**config.mk**
```make
export PLATFORM = sky130hd
export DESIGN_NAME = usc_core
export DESIGN_NICKNAME = d
export VERILOG_FILES = /design/src/verilog/usc_baud_gen.v /design/src/verilog/usc_core.v
export VERILOG_INCLUDE_DIRS = /design/src /design/src/verilog
export SDC_FILE = /design/constraint.sdc
export NUM_CORES = 1
export LEC_CHECK = 0
export BUFFER_PORTS_ARGS = -buffer_cell sky130_fd_sc_hd__buf_4
export CORE_ASPECT_RATIO = 1.75
export CORE_MARGIN = 4
export CORE_UTILIZATION = 36
export CTS_CLUSTER_DIAMETER = 60
export DETAILED_ROUTE_END_ITERATION = 12
export MAX_ROUTING_LAYER = met4
export PLACE_DENSITY = 0.53
export SYNTH_ARGS = -nofsm -noshare
export SYNTH_HDL_FRONTEND = slang
export SYNTH_HIERARCHICAL = 1
export SYNTH_SLANG_ARGS = --single-unit
```
**constraint.sdc**
```tcl
create_clock -name aclk -period 4.85 [get_ports aclk]
set_clock_uncertainty 0.15 [all_clocks]
set_input_delay 0.97 -clock aclk [delete_from_list [all_inputs] [get_ports aclk]]
set_output_delay 0.97 -clock aclk [all_outputs]
set_load 0.02 [all_outputs]
```
**src/verilog/usc_map.vh**
```
`ifndef USC_MAP_VH
`define USC_MAP_VH

// =====================================================================
// Register offsets
`define USC_OFS_CTRL      8'h00
`define USC_OFS_BAUD_LO   8'h04
`define USC_OFS_BAUD_HI   8'h08
`define USC_OFS_DATA      8'h0C
`define USC_OFS_STATUS    8'h10

// =====================================================================
// Control register fields
`define USC_CTRL_RST      13'h0000
`define USC_CTRL_TXEN     0
`define USC_CTRL_RXEN     1
`define USC_CTRL_SYNC     2
`define USC_CTRL_DBL      3
`define USC_CTRL_XDIR     4
`define USC_CTRL_POL      5
`define USC_CTRL_SIZE_LO  6
`define USC_CTRL_SIZE_HI  8
`define USC_CTRL_PAR_LO   9
`define USC_CTRL_PAR_HI   10
`define USC_CTRL_STOP2    11
`define USC_CTRL_TX9      12

// =====================================================================
// Status register fields
`define USC_ST_TXEMPTY    0
`define USC_ST_TXDONE     1
`define USC_ST_RXDONE     2
`define USC_ST_FRERR      3
`define USC_ST_PARERR     4
`define USC_ST_RX9        5

// =====================================================================
// Ticks per bit minus one, and codes
`define USC_SPB_NORM      4'd15
`define USC_SPB_DBL       4'd7
`define USC_SPB_SYNC      4'd1
`define USC_SIZE_NINE     3'd7
`define USC_PAR_EVEN      2'b10
`define USC_PAR_ODD       2'b11
`define USC_RESP_OKAY     2'b00
`define USC_RESP_SLVERR   2'b10

`endif
```
**src/verilog/usc_baud_gen.v**
```verilog
`timescale 1ns/1ps
`default_nettype none

// =====================================================================
// Baud rate down-counter
module usc_baud_gen #(
  parameter WIDTH = 12
) (
  input  wire             aclk,
  input  wire             aresetn,
  input  wire [WIDTH-1:0] divisor,
  input  wire             reload,
  output reg              tick_r
);

  reg [WIDTH-1:0] cnt_r;

  // Reload at zero or on a low-byte write; the write reload loads the old divisor, so a new rate takes effect from the next zero
  always @(posedge aclk) begin
    if (!aresetn) begin
      cnt_r  <= {WIDTH{1'b0}};
      tick_r <= 1'b0;
    end else begin
      tick_r <= (cnt_r == {WIDTH{1'b0}}) && !reload;
      if (reload || cnt_r == {WIDTH{1'b0}}) begin
        cnt_r <= divisor;
      end else begin
        cnt_r <= cnt_r - {{(WIDTH-1){1'b0}}, 1'b1};
      end
    end
  end

endmodule // usc_baud_gen

`default_nettype wire

```
**src/verilog/usc_core.v**
```verilog
// Local design decisions: the AXI4-Lite slave port and the address map.
`timescale 1ns/1ps
`default_nettype none
`include "usc_map.vh"

// =====================================================================
// Serial unit: clock modes, frame formatting, AXI4-Lite registers
module usc_core (
  input  wire        aclk,
  input  wire        aresetn,
  input  wire [7:0]  s_axi_awaddr,
  input  wire        s_axi_awvalid,
  output reg         s_axi_awready,
  input  wire [31:0] s_axi_wdata,
  input  wire [3:0]  s_axi_wstrb,
  input  wire        s_axi_wvalid,
  output reg         s_axi_wready,
  output reg  [1:0]  s_axi_bresp,
  output reg         s_axi_bvalid,
  input  wire        s_axi_bready,
  input  wire [7:0]  s_axi_araddr,
  input  wire        s_axi_arvalid,
  output reg         s_axi_arready,
  output reg  [31:0] s_axi_rdata,
  output reg  [1:0]  s_axi_rresp,
  output reg         s_axi_rvalid,
  input  wire        s_axi_rready,
  input  wire        serial_input_line,
  output reg         serial_output_line,
  input  wire        transfer_clock_pin_i,
  output reg         transfer_clock_pin_o,
  output reg         transfer_clock_pin_oe
);

  // ===================================================================
  // Helpers
  // Data bits per character; reserved size codes behave as eight
  function [3:0] data_bits;
    input [2:0] size;
    begin
      case (size)
        3'd0: data_bits = 4'd5;
        3'd1: data_bits = 4'd6;
        3'd2: data_bits = 4'd7;
        `USC_SIZE_NINE: data_bits = 4'd9;
        default: data_bits = 4'd8;
      endcase
    end
  endfunction

  // Parity over the used data bits only
  function par_calc;
    input [8:0] d;
    input [2:0] size;
    input       odd;
    reg   [8:0] m;
    begin
      m = d & ~(9'h1FF << data_bits(size));
      par_calc = (^m) ^ odd;
    end
  endfunction

  // ===================================================================
  // Registers
  reg  [12:0] ctrl_r;
  reg  [7:0]  baud_lo_r;
  reg  [3:0]  baud_hi_r;
  reg  [8:0]  txbuf_r;
  reg         txbuf_full_r;
  reg         tx_done_r;
  reg  [8:0]  rxdata_r;
  reg         rx_done_r;
  reg         frerr_r;
  reg         parerr_r;

  wire        tx_en    = ctrl_r[`USC_CTRL_TXEN];
  wire        rx_en    = ctrl_r[`USC_CTRL_RXEN];
  wire        sync_md  = ctrl_r[`USC_CTRL_SYNC];
  wire        dbl      = ctrl_r[`USC_CTRL_DBL];
  wire        xdir     = ctrl_r[`USC_CTRL_XDIR];
  wire        pol      = ctrl_r[`USC_CTRL_POL];
  wire [2:0]  csize    = ctrl_r[`USC_CTRL_SIZE_HI:`USC_CTRL_SIZE_LO];
  wire [1:0]  pmode    = ctrl_r[`USC_CTRL_PAR_HI:`USC_CTRL_PAR_LO];
  wire        stop2    = ctrl_r[`USC_CTRL_STOP2];
  wire        par_on   = pmode[1];
  wire        par_odd  = (pmode == `USC_PAR_ODD);
  wire [3:0]  nbits    = data_bits(csize);

  // ===================================================================
  // AXI4-Lite write channel
  reg         aw_got_r;
  reg         w_got_r;
  reg  [7:0]  awaddr_r;
  reg  [31:0] wdata_r;
  reg  [3:0]  wstrb_r;
  wire        wr_fire  = aw_got_r && w_got_r && !s_axi_bvalid;
  wire        wr_ctrl  = wr_fire && awaddr_r == `USC_OFS_CTRL;
  wire        wr_lo    = wr_fire && awaddr_r == `USC_OFS_BAUD_LO && wstrb_r[0];
  wire        wr_hi    = wr_fire && awaddr_r == `USC_OFS_BAUD_HI && wstrb_r[0];
  wire        wr_data  = wr_fire && awaddr_r == `USC_OFS_DATA && wstrb_r[0];
  wire        wr_stat  = wr_fire && awaddr_r == `USC_OFS_STATUS && wstrb_r[0];
  wire        wr_map   = awaddr_r == `USC_OFS_CTRL || awaddr_r == `USC_OFS_BAUD_LO ||
                         awaddr_r == `USC_OFS_BAUD_HI || awaddr_r == `USC_OFS_DATA ||
                         awaddr_r == `USC_OFS_STATUS;

  // Address and data taken in either order, answer after both
  always @(posedge aclk) begin
    if (!aresetn) begin
      aw_got_r      <= 1'b0;
      w_got_r       <= 1'b0;
      awaddr_r      <= 8'h00;
      wdata_r       <= 32'h0000_0000;
      wstrb_r       <= 4'h0;
      s_axi_awready <= 1'b0;
      s_axi_wready  <= 1'b0;
      s_axi_bvalid  <= 1'b0;
      s_axi_bresp   <= `USC_RESP_OKAY;
    end else begin
      if (s_axi_awready && s_axi_awvalid) begin
        aw_got_r      <= 1'b1;
        awaddr_r      <= {s_axi_awaddr[7:2], 2'b00};
        s_axi_awready <= 1'b0;
      end else if (!aw_got_r) begin
        s_axi_awready <= 1'b1;
      end
      if (s_axi_wready && s_axi_wvalid) begin
        w_got_r      <= 1'b1;
        wdata_r      <= s_axi_wdata;
        wstrb_r      <= s_axi_wstrb;
        s_axi_wready <= 1'b0;
      end else if (!w_got_r) begin
        s_axi_wready <= 1'b1;
      end
      if (wr_fire) begin
        s_axi_bvalid <= 1'b1;
        s_axi_bresp  <= wr_map ? `USC_RESP_OKAY : `USC_RESP_SLVERR;
      end else if (s_axi_bvalid && s_axi_bready) begin
        s_axi_bvalid <= 1'b0;
        aw_got_r     <= 1'b0;
        w_got_r      <= 1'b0;
      end
    end
  end

  // Configuration stores; software keeps them still while a frame runs
  always @(posedge aclk) begin
    if (!aresetn) begin
      ctrl_r    <= `USC_CTRL_RST;
      baud_lo_r <= 8'h00;
      baud_hi_r <= 4'h0;
    end else begin
      if (wr_ctrl && wstrb_r[0]) ctrl_r[7:0]  <= wdata_r[7:0];
      if (wr_ctrl && wstrb_r[1]) ctrl_r[12:8] <= wdata_r[12:8];
      if (wr_lo) baud_lo_r <= wdata_r[7:0];
      if (wr_hi) baud_hi_r <= wdata_r[3:0];
    end
  end

  // ===================================================================
  // AXI4-Lite read channel
  reg  [31:0] rd_word;
  reg         rd_ok;
  wire        rd_fire = s_axi_arready && s_axi_arvalid;
  wire        rd_data = rd_fire && {s_axi_araddr[7:2], 2'b00} == `USC_OFS_DATA;

  always @* begin
    rd_word = 32'h0000_0000;
    rd_ok   = 1'b1;
    case ({s_axi_araddr[7:2], 2'b00})
      `USC_OFS_CTRL:    rd_word[12:0] = ctrl_r;
      `USC_OFS_BAUD_LO: rd_word[7:0]  = baud_lo_r;
      `USC_OFS_BAUD_HI: rd_word[3:0]  = baud_hi_r;
      `USC_OFS_DATA:    rd_word[8:0]  = rxdata_r;
      `USC_OFS_STATUS:  rd_word[5:0]  = {rxdata_r[8], parerr_r, frerr_r,
                                         rx_done_r, tx_done_r, !txbuf_full_r};
      default:          rd_ok         = 1'b0;
    endcase
  end

  // One read at a time, answer one cycle after the address is taken
  always @(posedge aclk) begin
    if (!aresetn) begin
      s_axi_arready <= 1'b0;
      s_axi_rvalid  <= 1'b0;
      s_axi_rdata   <= 32'h0000_0000;
      s_axi_rresp   <= `USC_RESP_OKAY;
    end else if (rd_fire) begin
      s_axi_arready <= 1'b0;
      s_axi_rvalid  <= 1'b1;
      s_axi_rdata   <= rd_word;
      s_axi_rresp   <= rd_ok ? `USC_RESP_OKAY : `USC_RESP_SLVERR;
    end else if (s_axi_rvalid && s_axi_rready) begin
      s_axi_rvalid  <= 1'b0;
      s_axi_arready <= 1'b1;
    end else if (!s_axi_rvalid) begin
      s_axi_arready <= 1'b1;
    end
  end

  // ===================================================================
  // Clock generation
  wire        baud_tick;

  usc_baud_gen #(
    .WIDTH (12)
  ) u_baud (
    .aclk    (aclk),
    .aresetn (aresetn),
    .divisor ({baud_hi_r, baud_lo_r}),
    .reload  (wr_lo),
    .tick_r  (baud_tick)
  );

  // Pin synchronisers; first stage feeds only the second
  reg         rxd_s1_r;
  reg         rxd_r;
  reg         xck_s1_r;
  reg         xck_s2_r;
  reg         xck_d_r;
  reg         xck_int_r;

  always @(posedge aclk) begin
    if (!aresetn) begin
      rxd_s1_r  <= 1'b1;
      rxd_r     <= 1'b1;
      xck_s1_r  <= 1'b0;
      xck_s2_r  <= 1'b0;
      xck_d_r   <= 1'b0;
      xck_int_r <= 1'b0;
    end else begin
      rxd_s1_r <= serial_input_line;
      rxd_r    <= rxd_s1_r;
      xck_s1_r <= transfer_clock_pin_i;
      xck_s2_r <= xck_s1_r;
      xck_d_r  <= xck_s2_r;
      // Master clock: one half period per baud tick
      if (sync_md && xdir && baud_tick) xck_int_r <= !xck_int_r;
    end
  end

  // Edge events from the generator (master) or the detected pin (slave)
  wire        mst_rise = baud_tick && !xck_int_r;
  wire        mst_fall = baud_tick && xck_int_r;
  wire        slv_rise = xck_s2_r && !xck_d_r;
  wire        slv_fall = !xck_s2_r && xck_d_r;
  wire        x_rise   = xdir ? mst_rise : slv_rise;
  wire        x_fall   = xdir ? mst_fall : slv_fall;
  wire        chg_edge = pol ? x_fall : x_rise;
  wire        smp_edge = pol ? x_rise : x_fall;

  // Pin drive; released whenever the unit is asynchronous
  always @(posedge aclk) begin
    if (!aresetn) begin
      transfer_clock_pin_o  <= 1'b0;
      transfer_clock_pin_oe <= 1'b0;
    end else begin
      transfer_clock_pin_o  <= xck_int_r;
      transfer_clock_pin_oe <= sync_md && xdir;
    end
  end

  // Ticks per bit minus one; double speed counts only when asynchronous
  wire [3:0]  spb_max  = sync_md ? `USC_SPB_SYNC :
                         (dbl ? `USC_SPB_DBL : `USC_SPB_NORM);

  // ===================================================================
  // Transmitter
  localparam [4:0] TX_IDLE  = 5'b00001;
  localparam [4:0] TX_START = 5'b00010;
  localparam [4:0] TX_DATA  = 5'b00100;
  localparam [4:0] TX_PAR   = 5'b01000;
  localparam [4:0] TX_STOP  = 5'b10000;

  reg  [4:0]  tx_st_r;
  reg  [3:0]  tx_div_r;
  reg  [8:0]  tx_sh_r;
  reg  [3:0]  tx_cnt_r;
  reg         tx_par_r;
  reg         tx_stp_r;
  // Async bit clock from ticks; sync transmitter follows the change edge
  wire        tx_bit   = sync_md ? chg_edge
                                 : (baud_tick && tx_div_r == spb_max);
  wire        tx_load  = tx_bit && txbuf_full_r &&
                         (tx_st_r == TX_IDLE ||
                          (tx_st_r == TX_STOP && (tx_stp_r || !stop2)));
  wire        tx_end   = tx_bit && tx_st_r == TX_STOP && (tx_stp_r || !stop2) &&
                         !txbuf_full_r;

  always @(posedge aclk) begin
    if (!aresetn || !tx_en) begin
      tx_st_r            <= TX_IDLE;
      tx_div_r           <= 4'h0;
      tx_sh_r            <= 9'h000;
      tx_cnt_r           <= 4'h0;
      tx_par_r           <= 1'b0;
      tx_stp_r           <= 1'b0;
      serial_output_line <= 1'b1;
    end else begin
      if (baud_tick) tx_div_r <= (tx_div_r >= spb_max) ? 4'h0 : tx_div_r + 4'h1;
      if (tx_load) begin
        tx_sh_r            <= txbuf_r;
        tx_par_r           <= par_calc(txbuf_r, csize, par_odd);
        tx_stp_r           <= 1'b0;
        serial_output_line <= 1'b0;
        tx_st_r            <= TX_START;
      end else if (tx_bit) begin
        case (tx_st_r)
          TX_IDLE: begin
            serial_output_line <= 1'b1;
          end
          TX_START: begin
            serial_output_line <= tx_sh_r[0];
            tx_sh_r            <= {1'b0, tx_sh_r[8:1]};
            tx_cnt_r           <= 4'h1;
            tx_st_r            <= TX_DATA;
          end
          TX_DATA: begin
            if (tx_cnt_r == nbits) begin
              serial_output_line <= par_on ? tx_par_r : 1'b1;
              tx_st_r            <= par_on ? TX_PAR : TX_STOP;
            end else begin
              serial_output_line <= tx_sh_r[0];
              tx_sh_r            <= {1'b0, tx_sh_r[8:1]};
              tx_cnt_r           <= tx_cnt_r + 4'h1;
            end
          end
          TX_PAR: begin
            serial_output_line <= 1'b1;
            tx_st_r            <= TX_STOP;
          end
          TX_STOP: begin
            serial_output_line <= 1'b1;
            tx_stp_r           <= 1'b1;
            if (tx_stp_r || !stop2) tx_st_r <= TX_IDLE;
          end
          default: begin
            tx_st_r <= TX_IDLE;
          end
        endcase
      end
    end
  end

  // Buffer and completion flag; hardware set beats the software clear
  always @(posedge aclk) begin
    if (!aresetn) begin
      txbuf_r      <= 9'h000;
      txbuf_full_r <= 1'b0;
      tx_done_r    <= 1'b0;
    end else begin
      if (tx_load) begin
        txbuf_full_r <= 1'b0;
      end else if (wr_data && !txbuf_full_r) begin
        txbuf_r      <= {ctrl_r[`USC_CTRL_TX9], wdata_r[7:0]};
        txbuf_full_r <= 1'b1;
      end
      if (tx_end) begin
        tx_done_r <= 1'b1;
      end else if (wr_stat && wdata_r[`USC_ST_TXDONE]) begin
        tx_done_r <= 1'b0;
      end
    end
  end

  // ===================================================================
  // Receiver
  localparam [4:0] RX_IDLE  = 5'b00001;
  localparam [4:0] RX_START = 5'b00010;
  localparam [4:0] RX_DATA  = 5'b00100;
  localparam [4:0] RX_PAR   = 5'b01000;
  localparam [4:0] RX_STOP  = 5'b10000;

  reg  [4:0]  rx_st_r;
  reg  [3:0]  rx_div_r;
  reg  [8:0]  rx_sh_r;
  reg  [3:0]  rx_cnt_r;
  reg         rx_perr_r;
  // Async sample at mid bit of the recovery count; sync on the sample edge
  wire        rx_smp   = sync_md ? smp_edge
                                 : (baud_tick && rx_div_r == {1'b0, spb_max[3:1]});
  wire        rx_fin   = rx_smp && rx_st_r == RX_STOP;
  wire        rx_clr   = rd_data;

  always @(posedge aclk) begin
    if (!aresetn || !rx_en) begin
      rx_st_r   <= RX_IDLE;
      rx_div_r  <= 4'h0;
      rx_sh_r   <= 9'h000;
      rx_cnt_r  <= 4'h0;
      rx_perr_r <= 1'b0;
    end else begin
      if (baud_tick) rx_div_r <= (rx_div_r >= spb_max) ? 4'h0 : rx_div_r + 4'h1;
      case (rx_st_r)
        RX_IDLE: begin
          rx_cnt_r <= 4'h0;
          rx_sh_r  <= 9'h000;
          if (sync_md && smp_edge && !rxd_r) begin
            rx_st_r <= RX_DATA;
          end else if (!sync_md && baud_tick && !rxd_r) begin
            rx_div_r <= 4'h1;
            rx_st_r  <= RX_START;
          end
        end
        RX_START: begin
          // A start that is gone by mid bit was a glitch
          if (rx_smp) rx_st_r <= rxd_r ? RX_IDLE : RX_DATA;
        end
        RX_DATA: begin
          if (rx_smp) begin
            rx_sh_r[rx_cnt_r] <= rxd_r;
            rx_cnt_r          <= rx_cnt_r + 4'h1;
            if (rx_cnt_r + 4'h1 == nbits) rx_st_r <= par_on ? RX_PAR : RX_STOP;
          end
        end
        RX_PAR: begin
          if (rx_smp) begin
            rx_perr_r <= rxd_r ^ par_calc(rx_sh_r, csize, par_odd);
            rx_st_r   <= RX_STOP;
          end
        end
        RX_STOP: begin
          // Only the first stop is looked at; a second one reads as idle
          if (rx_smp) rx_st_r <= RX_IDLE;
        end
        default: begin
          rx_st_r <= RX_IDLE;
        end
      endcase
      if (rx_fin) rx_perr_r <= 1'b0;
    end
  end

  // Received word and flags; a frame landing on the clearing read wins
  always @(posedge aclk) begin
    if (!aresetn) begin
      rxdata_r  <= 9'h000;
      rx_done_r <= 1'b0;
      frerr_r   <= 1'b0;
      parerr_r  <= 1'b0;
    end else if (rx_fin) begin
      rxdata_r  <= rx_sh_r;
      frerr_r   <= !rxd_r;
      parerr_r  <= rx_perr_r;
      rx_done_r <= 1'b1;
    end else if (rx_clr) begin
      rx_done_r <= 1'b0;
    end
  end

endmodule // usc_core

`default_nettype wire

```
==> flow_metrics.tcl <==
set metrics [dict create \
    critical_path.cell_chain "or2_2, ha_1, nand4b_1, o22ai_1, or2_1, and2_0, a22oi_1, a21oi_1" \
    die-width_um 121 \
    endpoint_type_of_the_worst_setup_path "register" \
    grt_use_total 0.177 \
    dp_hpwl_mm 15.3 \
    synth_edf_count 0 \
    cts_root_buf "sky130_fd_sc_hd__clkbuf_16" \
    worstSkewPairLatency_ns 0.42 \
    crit-reg2reg-launch "ctrl_r[2]" \
    buffer_ports.inserted 58 \
    dr_total_vias 6477 \
    synthesis.area_per_instance_um2 8.64 \
    grt_first_pass_wirelength_mm 33.4 \
    post-route-cell-area_mm2 0.00904 \
    drc_errors 0 \
    critical_path.slowest_cell "sky130_fd_sc_hd__and2_0" \
    pin_count 105 \
    required_ns 5.04 \
    synth.cell_area_mm2 0.00798 \
    initial_core_util 0.368 \
    drt-total-wl_mm 20.7 \
    path_depth_of_the_worst_reg2reg_path 8 \
    grt_start_max_net_pins 47 \
    floorplan.core_area_mm2 0.0217 \
    cts_repair_resizes 0 \
    place_congestion 0.854 \
    detailedRoute.firstPassIterationCount 5 \
    detail_route.wl_per_cell_um 16.5 \
    total_power_mw 3.20 \
    min_path_type "reg2reg" \
    finished_core_util 0.417 \
    final_net_count 1026 \
    setup.reg_to_reg.worst_slack_ns 1.58 \
    synth_seq_area_share 0.402 \
    initialDrtViolationCount 318 \
    crit_arrival_ns 3.46 \
    p_leak_nw 3.38 \
    diodes 0 \
    final.fill_count 2234 \
    timing.setup.critical_path_class "reg2reg" \
    final.min_clock_period_ns 3.27 \
    max_freq_ghz 0.306 \
    power_density_mw_per_mm2 354 \
    fin_cells 1254 \
    largest_fanout_on_the_critical_path 18 \
    min-delay-start "rxd_s1_r" \
    maximum_cell_stage_delay_along_the_critical_path_ns 0.64 \
    synth.yosys.warnings 6 \
    die-area_mm2 0.0247 \
    aggregate_global_routing_overflow 0 \
    area_delta_synth_final_pct 13.3 \
    numCtsBuffers 17 \
    crit_family "simple AND/OR/NAND/NOR gates" \
    tritoncts "done" \
    h-tree-depth 4 \
    rsz_0062_raised_after_global_routing "false" \
    clock_tree.buffer_depth 2 \
    place_area_mm2 0.00847 \
    rr_endpoint "tx_sh_r[6]" \
    crit_start "ctrl_r[2]" \
    worstMarginPinSlew_ns 1.08 \
    clk_transition_reported_paths_ns 0.06 \
    top_flip_flop_cell_by_instance_count_after_synthesis "sky130_fd_sc_hd__dfxtp_1" \
    post_synth_num_cell_types 84 \
    ir_drop_mv 0.220 \
    viasPerCell 5.17 \
    final.period_utilization 0.674 \
    timing_max_transition_violations_final 0 \
    post_cts_hold_buffer_count 0 \
    async_flop_share 0 \
    grt_pass1_vias 6237 \
    worst-path-buf-inv 0 \
    maxCapViolations 0 \
    critPathLaunchType "register" \
    status "finished clean" \
    timing.final.hold_violations 0 \
    final_antenna_net_count 0 \
    instance_count_of_the_mapped_netlist 923 \
    max-slew-margin-rel 0.274 \
    cts_setup_buffers 0 \
    ys_seq_elements 160 \
    final_layout_size_suffix_gt1_frac 0.133 \
    tns_ns 0 \
    antenna_found_initial 0 \
    fp.dieH_um 205 \
    critical_path_cell_count 8 \
    post-place-cells 1223 \
    cts_num_sinks 160 \
    row_count 71 \
    critical_path.endpoint "tx_sh_r[6]" \
    timing.final.setup_violations 0 \
]
power breakdown:
group / leakage [nW] / internal [mW] / switching, mW
logic: 1.81 / 0.200 / 0.232
clock network: 0.273 / 0.763 / 0.558
registers: 1.30 / 1.37 / 0.0704
total: 3.38 / 2.34 / 0.861
worst min path at each step:
stage | to | slack (ns) | cells past startpoint
floorplan | rxd_r | 0.24 | 1
global placement | rxd_r | 0.25 | 1
detailed placement | rxd_r | 0.25 | 1
CTS | rxd_r | 0.27 | 1
global route | rxd_r | 0.31 | 1
finish | rxd_r | 0.27 | 1
cells by family (layout without fill, tap and decap cells):
| logic type | count (synthesis) | in the layout | synth area share |
|---|---|---|---|
| compound gates | 206 | 206 | 0.170 |
| xor+xnor | 38 | 38 | 0.0417 |
| fa+ha+maj | 15 | 15 | 0.0235 |
| buf+inv | 93 | 112 | 0.0635 |
| flops | 160 | 160 | 0.402 |
| mux | 56 | 56 | 0.0703 |
| other cells | 1 | 21 | 0.000470 |
| simple gates | 354 | 354 | 0.229 |
per-layer routing:
metal | track usage | vias to the layer above | routed length [um]
li1 | - | 3280 | -
met5 | - | - | 0
met3 | 0.0287 | 21 | 612
met4 | 0.0612 | 0 | 408
met2 | 0.330 | 106 | 11500
met1 | 0.187 | 3070 | 8220
per-stage QoR:
step	worst slack, ns	hold slack, ns
after floorplan	2.25	0.236
after global placement	1.62	0.254
after detailed placement	1.55	0.253
after CTS	1.54	0.274
after global routing	1.22	0.309
final	1.58	0.267
sequential cells by signal, summed over array words and instances, names as in the netlist, 4 cells and up:
signal        count
awaddr_r          6
baud_hi_r         4
baud_lo_r         8
ctrl_r           13
rx_cnt_r          4
rx_div_r          4
rx_sh_r           9
rx_st_r           5
rxdata_r          9
s_axi_rdata      13
tx_cnt_r          4
tx_div_r          4
tx_sh_r           9
tx_st_r           5
txbuf_r           9
u_baud/cnt_r     12
wdata_r          13
layout make-up:
cell class	count	area (um^2)	share of cell area
Multi-Input combinational cell	690	4350	0.481
Sequential cell	160	3200	0.354
Timing Repair Buffer	64	493	0.0545
Clock buffer	20	437	0.0483
Tap cell	292	365	0.0404
Clock inverter	11	131	0.0145
Inverter	17	63.8	0.00706
cells in the final DEF, fill, tap and decap left out, types with 10 or more instances in the layout:
master,n
sky130_fd_sc_hd__nor2_1,95
sky130_fd_sc_hd__buf_4,63
sky130_fd_sc_hd__conb_1,21
sky130_fd_sc_hd__mux2i_1,56
sky130_fd_sc_hd__nor2b_1,11
sky130_fd_sc_hd__a22oi_1,10
sky130_fd_sc_hd__clkbuf_16,17
sky130_fd_sc_hd__nand2_1,94
sky130_fd_sc_hd__nand3_1,31
sky130_fd_sc_hd__nand2b_1,14
sky130_fd_sc_hd__dfxtp_1,160
sky130_fd_sc_hd__ha_1,15
sky130_fd_sc_hd__xnor2_1,26
sky130_fd_sc_hd__a21oi_1,79
sky130_fd_sc_hd__a31oi_1,10
sky130_fd_sc_hd__nand4_1,14
sky130_fd_sc_hd__xor2_1,12
sky130_fd_sc_hd__inv_1,16
sky130_fd_sc_hd__nor3_1,24
sky130_fd_sc_hd__o21ai_0,37
synth_stat cells, types with 7 or more instances:
cell,instances,share of area
sky130_fd_sc_hd__ha_1,15,0.024
sky130_fd_sc_hd__dfxtp_1,160,0.40
sky130_fd_sc_hd__nor3_1,24,0.015
sky130_fd_sc_hd__or3b_1,9,0.0099
sky130_fd_sc_hd__clkbuf_1,31,0.015
sky130_fd_sc_hd__nor2b_1,11,0.0086
sky130_fd_sc_hd__o21ai_0,37,0.023
sky130_fd_sc_hd__a22oi_1,10,0.0094
sky130_fd_sc_hd__nand2b_1,14,0.011
sky130_fd_sc_hd__inv_1,17,0.0080
sky130_fd_sc_hd__and2_1,7,0.0055
sky130_fd_sc_hd__nor2_1,95,0.045
sky130_fd_sc_hd__xnor2_1,26,0.029
sky130_fd_sc_hd__a31oi_1,10,0.0078
sky130_fd_sc_hd__a21o_1,8,0.0075
sky130_fd_sc_hd__a21oi_1,79,0.050
sky130_fd_sc_hd__buf_4,25,0.024
sky130_fd_sc_hd__nand2_1,94,0.044
sky130_fd_sc_hd__mux2i_1,56,0.070
sky130_fd_sc_hd__xor2_1,12,0.013
sky130_fd_sc_hd__nand4_1,14,0.011
sky130_fd_sc_hd__a211oi_1,7,0.0066
sky130_fd_sc_hd__nand3_1,31,0.019
(Power assumes the default switching activity.)
